`config.mk`:
```
export PLATFORM = sky130hd
export DESIGN_NAME = cfgsi_top
export DESIGN_NICKNAME = d
export VERILOG_FILES = /design/src/inc/cfgsi_pkg.sv /design/src/design/cfgsi_mgmt_detect.sv /design/src/design/cfgsi_top.sv
export VERILOG_INCLUDE_DIRS = /design/src /design/src/inc
export SDC_FILE = /design/constraint.sdc
export NUM_CORES = 1
export LEC_CHECK = 0
export BUFFER_PORTS_ARGS = -buffer_cell sky130_fd_sc_hd__clkbuf_2
export CAP_MARGIN = 25
export CORE_ASPECT_RATIO = 0.9
export CORE_UTILIZATION = 63
export CTS_CLUSTER_DIAMETER = 80
export DETAILED_ROUTE_END_ITERATION = 10
export GPL_TIMING_DRIVEN = 0
export HOLD_SLACK_MARGIN = 0.1
export PLACE_DENSITY_LB_ADDON = 0.08
export SYNTH_ARGS = -nofsm -noshare
export SYNTH_HDL_FRONTEND = slang
export SYNTH_SLANG_ARGS = --single-unit
```
`constraint.sdc`:
```
create_clock -name sys_clk -period 6.27 [get_ports sys_clk]
set_clock_uncertainty 0.15 [all_clocks]
set_input_delay 0.3135 -clock sys_clk [delete_from_list [all_inputs] [get_ports sys_clk]]
set_output_delay 0.3135 -clock sys_clk [all_outputs]
set_load 0.02 [all_outputs]
```
`src/inc/cfgsi_consts.svh`:
```
`ifndef CFGSI_CONSTS_SVH
`define CFGSI_CONSTS_SVH
// Timing
`define CFGSI_CLK_HZ 40000000
`define CFGSI_BIT_RATE_HZ 100000
// Quarter bit period in cycles (40 MHz / 100 kHz / 4 = 100)
`define CFGSI_QTR_CYC ((`CFGSI_CLK_HZ / `CFGSI_BIT_RATE_HZ) / 4)
`define CFGSI_QTR_W 8
// Framing
`define CFGSI_ADDR_W 7
`define CFGSI_BYTE_W 8
`define CFGSI_BIT_LAST 3'h7
`define CFGSI_DIR_WRITE 1'b0
`define CFGSI_DIR_READ 1'b1
// Default target address of the configuration memory
`define CFGSI_EEPROM_ADDR 7'h50
`endif

```
`src/inc/cfgsi_pkg.sv`:
```
package cfgsi_pkg;
	// Bus master state, Gray coded in declaration order
	typedef enum logic [3:0] {
		ST_IDLE = 4'h0,
		ST_START = 4'h1,
		ST_SHIFT = 4'h3,
		ST_ACK = 4'h2,
		ST_STOP = 4'h6,
		ST_RSTART = 4'h7,
		ST_DONE = 4'h5
	} cfgsi_state_t;

	// Byte phase within one load
	typedef enum logic [1:0] {
		PH_ADDR_W = 2'h0,
		PH_REG = 2'h1,
		PH_ADDR_R = 2'h3,
		PH_DATA = 2'h2
	} cfgsi_phase_t;
endpackage

```
`src/design/cfgsi_mgmt_detect.sv`:
```
`timescale 1ns/10ps
`include "cfgsi_consts.svh"
// Latches the management port strap once after reset release
module cfgsi_mgmt_detect (
	input wire logic sys_clk, // System clock
	input wire logic rst_n, // Synchronised reset
	input wire logic mgmt_serial_data_pin_in, // Management data level
	input wire logic mgmt_clk_pin_in, // Management clock level
	output logic mgmt_port_en, // Slave port present
	output logic mgmt_cfg_wait // Wait for host configuration
);
	typedef struct packed {
		logic done;
		logic en;
	} cfgsi_det_t;

	cfgsi_det_t st_reg;
	cfgsi_det_t st_next;

	// Sample once; pins later carry traffic and must not move the decision
	always_comb begin
		st_next = st_reg;
		if (!st_reg.done) begin
			st_next.done = 1'b1;
			st_next.en = mgmt_serial_data_pin_in & mgmt_clk_pin_in;
		end
	end

	always_ff @(posedge sys_clk or negedge rst_n) begin
		if (!rst_n) begin
			st_reg <= '0;
		end else begin
			st_reg <= st_next;
		end
	end

	assign mgmt_port_en = st_reg.en;
	// Host configuration overrides straps while the port is present
	assign mgmt_cfg_wait = st_reg.done & st_reg.en;
endmodule

```
`src/design/cfgsi_top.sv`:
```
`timescale 1ns/10ps
`include "cfgsi_consts.svh"
// Contract
// - Standard-mode master, 100 kbit/s, 7-bit addressing
// - Master drives clock, START, STOP, direction
// - One dedicated EEPROM, configuration source only
// - Base protocol only, no extensions
// - Write sends address, then register byte
// - Further write bytes stored, address increments
// - Write continues until master STOP
// - Read preceded by address-setting write phase
// - Read bytes come from incrementing location
// - Master ACKs all but last, NACKs last
// - After STOP fresh START, else repeated START
// - Provide SMBus slave port for host (only presence is detected here, no slave port logic)
// - Slave port present when both pins high
// - Data pulled low disables slave port
// - SMBus mode waits host config, ignores straps
module cfgsi_top #(
	parameter int BYTE_CNT_W = 8 // Width of load length
) (
	input wire logic sys_clk, // 40 MHz clock
	input wire logic reset_n, // Async reset, active low
	input wire logic load_start, // Pulse: begin load
	input wire logic load_stop_between, // Use STOP before read phase
	input wire logic [`CFGSI_BYTE_W-1:0] load_reg_addr, // First location
	input wire logic [BYTE_CNT_W-1:0] load_len, // Bytes to read, minus one
	output logic load_busy, // Load running
	output logic load_done, // Pulse: load finished
	output logic load_nak_err, // Target did not acknowledge
	output logic byte_valid, // Pulse: byte_data valid
	output logic [`CFGSI_BYTE_W-1:0] byte_data, // Received byte
	output logic [`CFGSI_BYTE_W-1:0] byte_loc, // Location of byte
	input wire logic scl_in, // Serial clock level
	output logic scl_out, // Always low when driven
	output logic scl_oe, // Pull clock low
	input wire logic sda_in, // Serial data level
	output logic sda_out, // Always low when driven
	output logic sda_oe, // Pull data low
	input wire logic mgmt_serial_data_pin_in, // Management data level
	input wire logic mgmt_clk_pin_in, // Management clock level
	output logic mgmt_port_en, // Slave port present
	output logic mgmt_cfg_wait // Wait for host configuration
);
	typedef struct packed {
		cfgsi_pkg::cfgsi_state_t state;
		cfgsi_pkg::cfgsi_phase_t phase;
		logic [`CFGSI_QTR_W-1:0] qcnt;
		logic [1:0] quarter;
		logic [2:0] bitn;
		logic [`CFGSI_BYTE_W-1:0] shreg;
		logic [`CFGSI_BYTE_W-1:0] loc;
		logic [BYTE_CNT_W-1:0] left;
		logic stop_mid;
		logic scl_low;
		logic sda_low;
		logic busy;
		logic done;
		logic nak;
		logic bvalid;
		logic [`CFGSI_BYTE_W-1:0] bdata;
		logic [`CFGSI_BYTE_W-1:0] bloc;
	} cfgsi_mst_t;

	cfgsi_mst_t st_reg;
	cfgsi_mst_t st_next;
	logic [1:0] rst_sync_reg;
	logic rst_n;
	logic qtick;

	// Two-stage reset release
	always_ff @(posedge sys_clk or negedge reset_n) begin
		if (!reset_n) begin
			rst_sync_reg <= 2'h0;
		end else begin
			rst_sync_reg <= {rst_sync_reg[0], 1'b1};
		end
	end
	assign rst_n = rst_sync_reg[1];

	// Byte loaded into the shifter for each phase
	function automatic logic [`CFGSI_BYTE_W-1:0] phase_byte(
		input cfgsi_pkg::cfgsi_phase_t ph,
		input logic [`CFGSI_BYTE_W-1:0] reg_addr
	);
		case (ph)
			cfgsi_pkg::PH_ADDR_W: phase_byte = {`CFGSI_EEPROM_ADDR, `CFGSI_DIR_WRITE};
			cfgsi_pkg::PH_REG: phase_byte = reg_addr;
			cfgsi_pkg::PH_ADDR_R: phase_byte = {`CFGSI_EEPROM_ADDR, `CFGSI_DIR_READ};
			default: phase_byte = {`CFGSI_BYTE_W{1'b1}}; // Release data for read
		endcase
	endfunction

	// Quarter-bit tick sets the 100 kbit/s pace
	assign qtick = (st_reg.qcnt == `CFGSI_QTR_W'(`CFGSI_QTR_CYC - 1));

	// Bit engine: each bit is four quarters, clock high in quarters 2-3
	always_comb begin
		st_next = st_reg;
		st_next.done = 1'b0;
		st_next.bvalid = 1'b0;
		st_next.qcnt = qtick ? '0 : st_reg.qcnt + 1'b1;
		if (!st_reg.busy) begin
			st_next.qcnt = '0;
		end
		case (st_reg.state)
			cfgsi_pkg::ST_IDLE: begin
				st_next.scl_low = 1'b0;
				st_next.sda_low = 1'b0;
				if (load_start) begin
					st_next.state = cfgsi_pkg::ST_START;
					st_next.phase = cfgsi_pkg::PH_ADDR_W;
					st_next.loc = load_reg_addr;
					st_next.left = load_len;
					st_next.stop_mid = load_stop_between;
					st_next.busy = 1'b1;
					st_next.nak = 1'b0;
					st_next.quarter = 2'h0;
				end
			end
			cfgsi_pkg::ST_START, cfgsi_pkg::ST_RSTART: begin
				// Data falls while clock is high: START or repeated START
				if (qtick) begin
					st_next.quarter = st_reg.quarter + 1'b1;
					case (st_reg.quarter)
						2'h0: begin
							st_next.sda_low = 1'b0;
						end
						2'h1: begin
							st_next.scl_low = 1'b0;
						end
						2'h2: begin
							st_next.sda_low = 1'b1;
						end
						default: begin
							st_next.scl_low = 1'b1;
							st_next.state = cfgsi_pkg::ST_SHIFT;
							st_next.bitn = 3'h0;
							st_next.shreg = phase_byte(st_reg.phase, st_reg.loc);
						end
					endcase
				end
			end
			cfgsi_pkg::ST_SHIFT, cfgsi_pkg::ST_ACK: begin
				if (qtick) begin
					st_next.quarter = st_reg.quarter + 1'b1;
					case (st_reg.quarter)
						2'h0: begin
							// Master decides who drives data this bit
							if (st_reg.state == cfgsi_pkg::ST_SHIFT) begin
								st_next.sda_low = ~st_reg.shreg[`CFGSI_BYTE_W-1];
							end else if (st_reg.phase == cfgsi_pkg::PH_DATA) begin
								st_next.sda_low = (st_reg.left != '0);
							end else begin
								st_next.sda_low = 1'b0;
							end
						end
						2'h1: begin
							st_next.scl_low = 1'b0;
						end
						2'h2: begin
							// Sample while clock is high
							if (st_reg.state == cfgsi_pkg::ST_SHIFT) begin
								st_next.shreg = {st_reg.shreg[`CFGSI_BYTE_W-2:0], sda_in};
							end else if (st_reg.phase != cfgsi_pkg::PH_DATA && sda_in) begin
								st_next.nak = 1'b1;
							end
						end
						default: begin
							st_next.scl_low = 1'b1;
							if (st_reg.state == cfgsi_pkg::ST_SHIFT) begin
								st_next.bitn = st_reg.bitn + 1'b1;
								if (st_reg.bitn == `CFGSI_BIT_LAST) begin
									st_next.state = cfgsi_pkg::ST_ACK;
								end
							end else if (st_reg.nak) begin
								st_next.state = cfgsi_pkg::ST_STOP;
							end else begin
								st_next.state = cfgsi_pkg::ST_SHIFT;
								st_next.bitn = 3'h0;
								case (st_reg.phase)
									cfgsi_pkg::PH_ADDR_W: begin
										st_next.phase = cfgsi_pkg::PH_REG;
										st_next.shreg = st_reg.loc;
									end
									cfgsi_pkg::PH_REG: begin
										// Address set: switch to read phase
										st_next.phase = cfgsi_pkg::PH_ADDR_R;
										st_next.state = st_reg.stop_mid ?
											cfgsi_pkg::ST_STOP : cfgsi_pkg::ST_RSTART;
									end
									cfgsi_pkg::PH_ADDR_R: begin
										st_next.phase = cfgsi_pkg::PH_DATA;
										st_next.shreg = phase_byte(cfgsi_pkg::PH_DATA, st_reg.loc);
									end
									default: begin
										st_next.bvalid = 1'b1;
										st_next.bdata = st_reg.shreg;
										st_next.bloc = st_reg.loc;
										st_next.loc = st_reg.loc + 1'b1;
										st_next.left = st_reg.left - 1'b1;
										st_next.shreg = phase_byte(cfgsi_pkg::PH_DATA, st_reg.loc);
										if (st_reg.left == '0) begin
											st_next.state = cfgsi_pkg::ST_STOP;
										end
									end
								endcase
							end
						end
					endcase
				end
			end
			cfgsi_pkg::ST_STOP: begin
				// Data rises while clock is high: STOP
				if (qtick) begin
					st_next.quarter = st_reg.quarter + 1'b1;
					case (st_reg.quarter)
						2'h0: begin
							st_next.sda_low = 1'b1;
						end
						2'h1: begin
							st_next.scl_low = 1'b0;
						end
						2'h2: begin
							st_next.sda_low = 1'b0;
						end
						default: begin
							// Mid-load STOP goes back for a fresh START
							if (st_reg.phase == cfgsi_pkg::PH_ADDR_R && !st_reg.nak) begin
								st_next.state = cfgsi_pkg::ST_START;
							end else begin
								st_next.state = cfgsi_pkg::ST_DONE;
							end
						end
					endcase
				end
			end
			cfgsi_pkg::ST_DONE: begin
				st_next.busy = 1'b0;
				st_next.done = 1'b1;
				st_next.state = cfgsi_pkg::ST_IDLE;
			end
			default: begin
				st_next.state = cfgsi_pkg::ST_IDLE;
			end
		endcase
	end

	always_ff @(posedge sys_clk or negedge rst_n) begin
		if (!rst_n) begin
			st_reg <= '0;
		end else begin
			st_reg <= st_next;
		end
	end

	// Open-drain pins: only ever pull low, single target, no arbitration
	assign scl_out = 1'b0;
	assign scl_oe = st_reg.scl_low;
	assign sda_out = 1'b0;
	assign sda_oe = st_reg.sda_low;
	assign load_busy = st_reg.busy;
	assign load_done = st_reg.done;
	assign load_nak_err = st_reg.nak;
	assign byte_valid = st_reg.bvalid;
	assign byte_data = st_reg.bdata;
	assign byte_loc = st_reg.bloc;

	// Management port presence detect
	cfgsi_mgmt_detect u_detect (
		.sys_clk(sys_clk),
		.rst_n(rst_n),
		.mgmt_serial_data_pin_in(mgmt_serial_data_pin_in),
		.mgmt_clk_pin_in(mgmt_clk_pin_in),
		.mgmt_port_en(mgmt_port_en),
		.mgmt_cfg_wait(mgmt_cfg_wait)
	);
endmodule

```
# Yosys cells after proc, flatten, opt, wreduce, memory -nomap -nowiden
# Cells that the tools add are included.
[word_totals] regBits=70 input_bits=24 output_inout_bits=26 wordCells=166
[op_classes] addsub=5 eq_ne=38 n_mux=65 n_bitwise=7 n_reduce_logical=31
[ops] operator="17-bit 2-to-1 mux" count=6
[ops] operator="16-bit 2-to-1 mux" count=2
[ops] operator="2-bit != test, second input constant" count=16
[ops] operator="16-bit case mux with 2 select lines" count=1
[ops] operator="8-bit case mux with 2 select lines" count=2
[ops] operator="29-bit 2-to-1 mux" count=1
[ops] operator="4-bit 2-to-1 mux" count=7
[ops] operator="27-bit 2-to-1 mux" count=1
[ops] operator="24-bit 2-to-1 mux" count=1
[ops] operator="8-bit 2-to-1 mux" count=3
[ops] operator="8-bit case mux with 3 select lines" count=1
[ops] operator="11-bit case mux with 2 select lines" count=1
[ops] operator="3-bit != test, second input constant" count=7
[ops] operator="7-bit AND reduction" count=3
[ops] operator="18-bit 2-to-1 mux" count=1
[ops] operator="6-bit 2-to-1 mux" count=3
[ops] operator="6-bit AND reduction" count=3
[ops] operator="8-bit by 1-bit adder with 8-bit output, second input constant" count=2
[ops] operator="2-bit case mux with 4 select lines" count=2
[ops] operator="4-bit case mux with 4 select lines" count=1
[ops] operator="2-bit 2-to-1 mux" count=7
[ops] operator="13-bit 2-to-1 mux" count=1
[ops] operator="4-bit by 3-bit equality test with 1-bit output, second input constant" count=3
[ops] operator="3-bit 2-to-1 mux" count=4
[ops] operator="other kinds (33)" count=67

# Logic depth before layout (Yosys ltp)
[depth] word_depth=8 depth_mapped=9 depth_no_buf=7

# Hierarchy
# Synthesis repeated with hierarchy kept, for this count alone.
[hier_totals] hier_cells=443 hier_area_um2=4162.7
[by_module_without_submodules] mod="cfgsi_top" instances=1 cells_each=437 area_each_um2=4088.9 seq_area_each_um2=1676.6
[by_module_without_submodules] mod="cfgsi_mgmt_detect" instances=1 cells_each=6 area_each_um2=73.8 seq_area_each_um2=50.0

# Worst setup path after synthesis
# OpenSTA, ideal clock, no wires.
[synth_timing] path_kind="register to register" startpoint="reg st_reg (netlist bit load_nak_err)" endpoint="reg st_reg[23] (netlist bit)" setup_time_ns=0.131 t_arrival_ns=1.985 t_required_ns=5.989 slack_ns=4.004 stages_incl_launch_ff=9 path_buffers=3 synth_period_minus_slack_ns=2.266 path_cell_list="dfrtp_1 buf_2 nor4b_1 nand4_1 and2_0 clkbuf_1 buf_2 a311oi_1 a21oi_1"
[synth_between] elab_chain_cells=2
[synth_lines] item="from (decl)" line_no="cfgsi_top.sv:65" rtl="cfgsi_mst_t st_reg;"
[synth_lines] item="from (signal assigned)" line_no="cfgsi_top.sv:253" rtl="st_reg <= st_next;"
[synth_lines] item="2-bit != test (no source line)"
[synth_lines] item="7-bit AND reduction (no source line)"
# No other way between the ends.
# A chain may end at the register's enable or synchronous reset.

# Final worst setup path
[layout_timing] startpoint="reg st_reg[50] (netlist bit)" endpoint="reg st_reg[23] (netlist bit)"
[layout_between] elab_chain_cells=4 elab_cells_between_ends=6 classes_between="3 x eq/ne; 3 x reduce/logical"
[layout_lines] item="2-bit by 1-bit equality test with 1-bit output, or another cell as far along" line_no="cfgsi_top.sv:147" rtl="case (st_reg.quarter)"
[layout_lines] item="3-bit OR reduction (no source line) (*)"
[layout_lines] item="2-bit != test (no source line) (*)"
[layout_lines] item="7-bit AND reduction (no source line) (*)"
# Mark *: on every way between the ends. The rest lies on a longest branch, timed or not.

==> qor.csv <==
metric,value,unit
status,finished clean,
post-synthesis mux area share,0.0387,
Congestion Overflow GR,0,
DRC,0,
Starting Density,0.651,
DIE HEIGHT,77.4,um
GR Util All Layers,0.312,
Starting DRT DRC Count,395,
Root Driver,clkbuf_8,
fin crit period,2.74,ns
FILL cells,495,
async set-reset flop share out of synthesis,1.00,
fin crit share,0.437,
n_diodes,0,
DR vias,3549,
crit end category,flip-flop,
CTS tree,yes,
clk buf depth,2,
total of warnings raised by yosys,0,
"Distinct cells, synth",51,
drt via density,5.77,
HP Start,load_reg_addr[6],
top_reg_cell synth,dfrtp_1,
clock sink count,69,
share of post-route cells with drive strength above 1,0.186,
# IOs,50,
initial antenna violation count,0,
xor-xnor portion of the synthesized cell area,0.0154,
Compound-Gate Fraction of Synth Area,0.174,
postcts setup bufs,0,
WP data required,6.34,ns
Worst R2R Path Depth,8,
Seq cells post-synth,69,
RSZ-0062 raised after global routing,no,
max-cap violation count,0,
"Area growth, synth to finish",15.5,%
fmax,365,MHz
syn avg cell area,8.70,um2
top-area cell type share of the netlist area,0.434,
crit path max-delay cell type,dfrtp_1,
total CTS buffers,9,
"IR drop worst, VDD",0.000273,V
Site Rows,27,
Final Setup Violations,0,
"Slew Viols, Final",0,
critical path class,reg2reg,
Post-Synth Adder-Cell Area,0.0472,
Worst setup SP type,flip-flop,
Simple-Gate Fraction of Synth Area,0.209,
max incr delay on CP,0.44,ns
vias in the first global route,3396,
Chip Width,85.8,um
DR pass1 iterations,5,
"Buf+Inv Stages, Crit Path",2,
die area,6640,um2
Final TNS setup,0,ns
Synth Cell Area,3980,um2
clock transition at the registers of the reported paths,0.07,ns
worst hold-check path type,in2reg,
worst r2r dst,st_reg[23],
H-Tree Level Count,3,
Hold Path Sink,st_reg[37],
Power Density,292,nW/um2
total power,0.00134,W
Critical Path AT,2.81,ns
GP Congestion,0.901,
Antenna Violating Nets Remaining,0,
leak pwr,2.19,nW
WL/cell,15.3,um
"Seq/Total Area, Yosys",0.434,
Rel. slew slack,0.433,
Min-Delay Path Depth,3,
first-pass GRT wire length,16000,um
R2R Path Start,st_reg[50],
final hold vios,0,
"area leader, netlist",dfrtp_1,
Synth Instances,457,
DRT Wirelength,9420,um
worst-margin pin slew,0.850,ns
Port Buffers,46,
Nets,563,
r2r setup slk,3.53,ns
number of flops mapped to enable cells by yosys,0,
Largest register FFs,43,
detailed placer's ending HPWL,6590,um
worst skew pair latency,0.36,ns
core area,6110,um2
worst hold slack,0.0955,ns
critical path's top delay family,simple AND/OR/NAND/NOR gates,
Worst Path Max Fanout,10,
main combinational cell family by area after synthesis,simple AND/OR/NAND/NOR gates,
Resized Gates After CTS,0,
largest net degree at the start of global routing,68,
"Critical Path, Cell by Cell","ha_1, and4bb_2, nand4_1, and2_0, clkbuf_1, buf_2, a311oi_1, a21oi_1",
Area contributors post-synth,"dfrtp_1 (43%), nand2_1 (5.9%), o21ai_0 (4.9%)",
Hold Buf Count CTS,7,
==> logic make-up (layout without fill, tap and decap cells) <==
family / Yosys count / count (layout)
XOR/XNOR: 7 / 7
buffers and inverters: 65 / 134
flip-flops: 69 / 69
AO/OA/AOI/OAI: 116 / 116
adder cells (fa/ha/maj): 15 / 15
other: 2 / 4
AND/OR/NAND/NOR: 169 / 169
multiplexers: 14 / 14
==> report_power, final <==
part	internal, W	leakage [nW]	switching, W
registers	0.000531	0.875	0.000106
logic	0.000160	1.23	0.000186
clock network	0.000181	0.0915	0.000177
total	0.000872	2.19	0.000469
==> Yosys cell counts (all sizes together) (5+ instances only) <==
| master | instances |
|---|---|
| dfrtp | 69 |
| and2 | 7 |
| ha | 15 |
| nor2 | 39 |
| nand3 | 16 |
| a21oi | 38 |
| buf | 21 |
| xnor2 | 7 |
| clkbuf | 24 |
| o21ai | 39 |
| nor3 | 7 |
| nand2 | 63 |
| and3 | 8 |
| a31oi | 7 |
| nand2b | 5 |
| mux2 | 11 |
| inv | 20 |
==> worst max-delay path by stage <==
stage	start	endpoint	slack [ns]	cells after the start
floorplan	load_nak_err	st_reg[23]	4.00	8
global placement	rst_sync_reg[1]	byte_loc[3]	3.24	0
detailed placement	st_reg[50]	st_reg[23]	3.58	8
CTS	st_reg[50]	st_reg[23]	3.56	8
global route	st_reg[50]	st_reg[23]	3.31	8
finish	st_reg[50]	st_reg[23]	3.53	8
==> cells in the final DEF, fill, tap and decap left out, drive strengths merged, types with 4 or more instances in the layout <==
| master | instances |
|---|---|
| nor2 | 39 |
| nand2 | 63 |
| xnor2 | 7 |
| a22oi | 4 |
| a21oi | 38 |
| nor3 | 7 |
| a31oi | 7 |
| dfrtp | 69 |
| clkbuf | 79 |
| ha | 15 |
| dlygate4sd3 | 8 |
| nor4b | 4 |
| and2 | 7 |
| o21ai | 39 |
| conb | 4 |
| and3 | 8 |
| nand3 | 16 |
| nor2b | 4 |
| mux2 | 11 |
| nand2b | 5 |
| inv | 21 |
| buf | 21 |
==> layout make-up <==
type                    count  area (um2)  share of cell area
clock buffers               9         124              0.0270
inverters                  20        75.1              0.0163
flip-flops and latches     69        1730               0.377
plain buffers              45         240              0.0523
clock inverters             6        63.8              0.0139
multi-input cells         325        1940               0.423
well taps                  87         109              0.0237
repair buffers             54         310              0.0675
==> routing by layer <==
layer  part of all wire  global-route usage  up-vias
met1               0.44               0.428     1695
met3              0.066              0.0660       16
met2               0.48               0.499      137
met5                  0                   0        -
li1                   -                   -     1701
met4              0.014              0.0950        0
==> stage by stage <==
step	cells	setup slack (ns)	util	cell area [um2]
after global placement	592	3.24	0.707	4320
final	615	3.53	0.752	4600
after floorplan	459	4.00	-	3990
after detailed placement	592	3.58	0.708	4330
after global routing	615	3.31	0.752	4600
after CTS	614	3.56	0.750	4590
==> worst reg2reg max path, delay by kind of cell (launching register included) <==
family          cells  cell delay, ns
compound gates      2            0.34
fa+ha+maj           1            0.29
buf+inv             2            0.35
flops               1            0.44
simple gates        3            1.05
No activity file was read; power rests on OpenSTA's default activity.
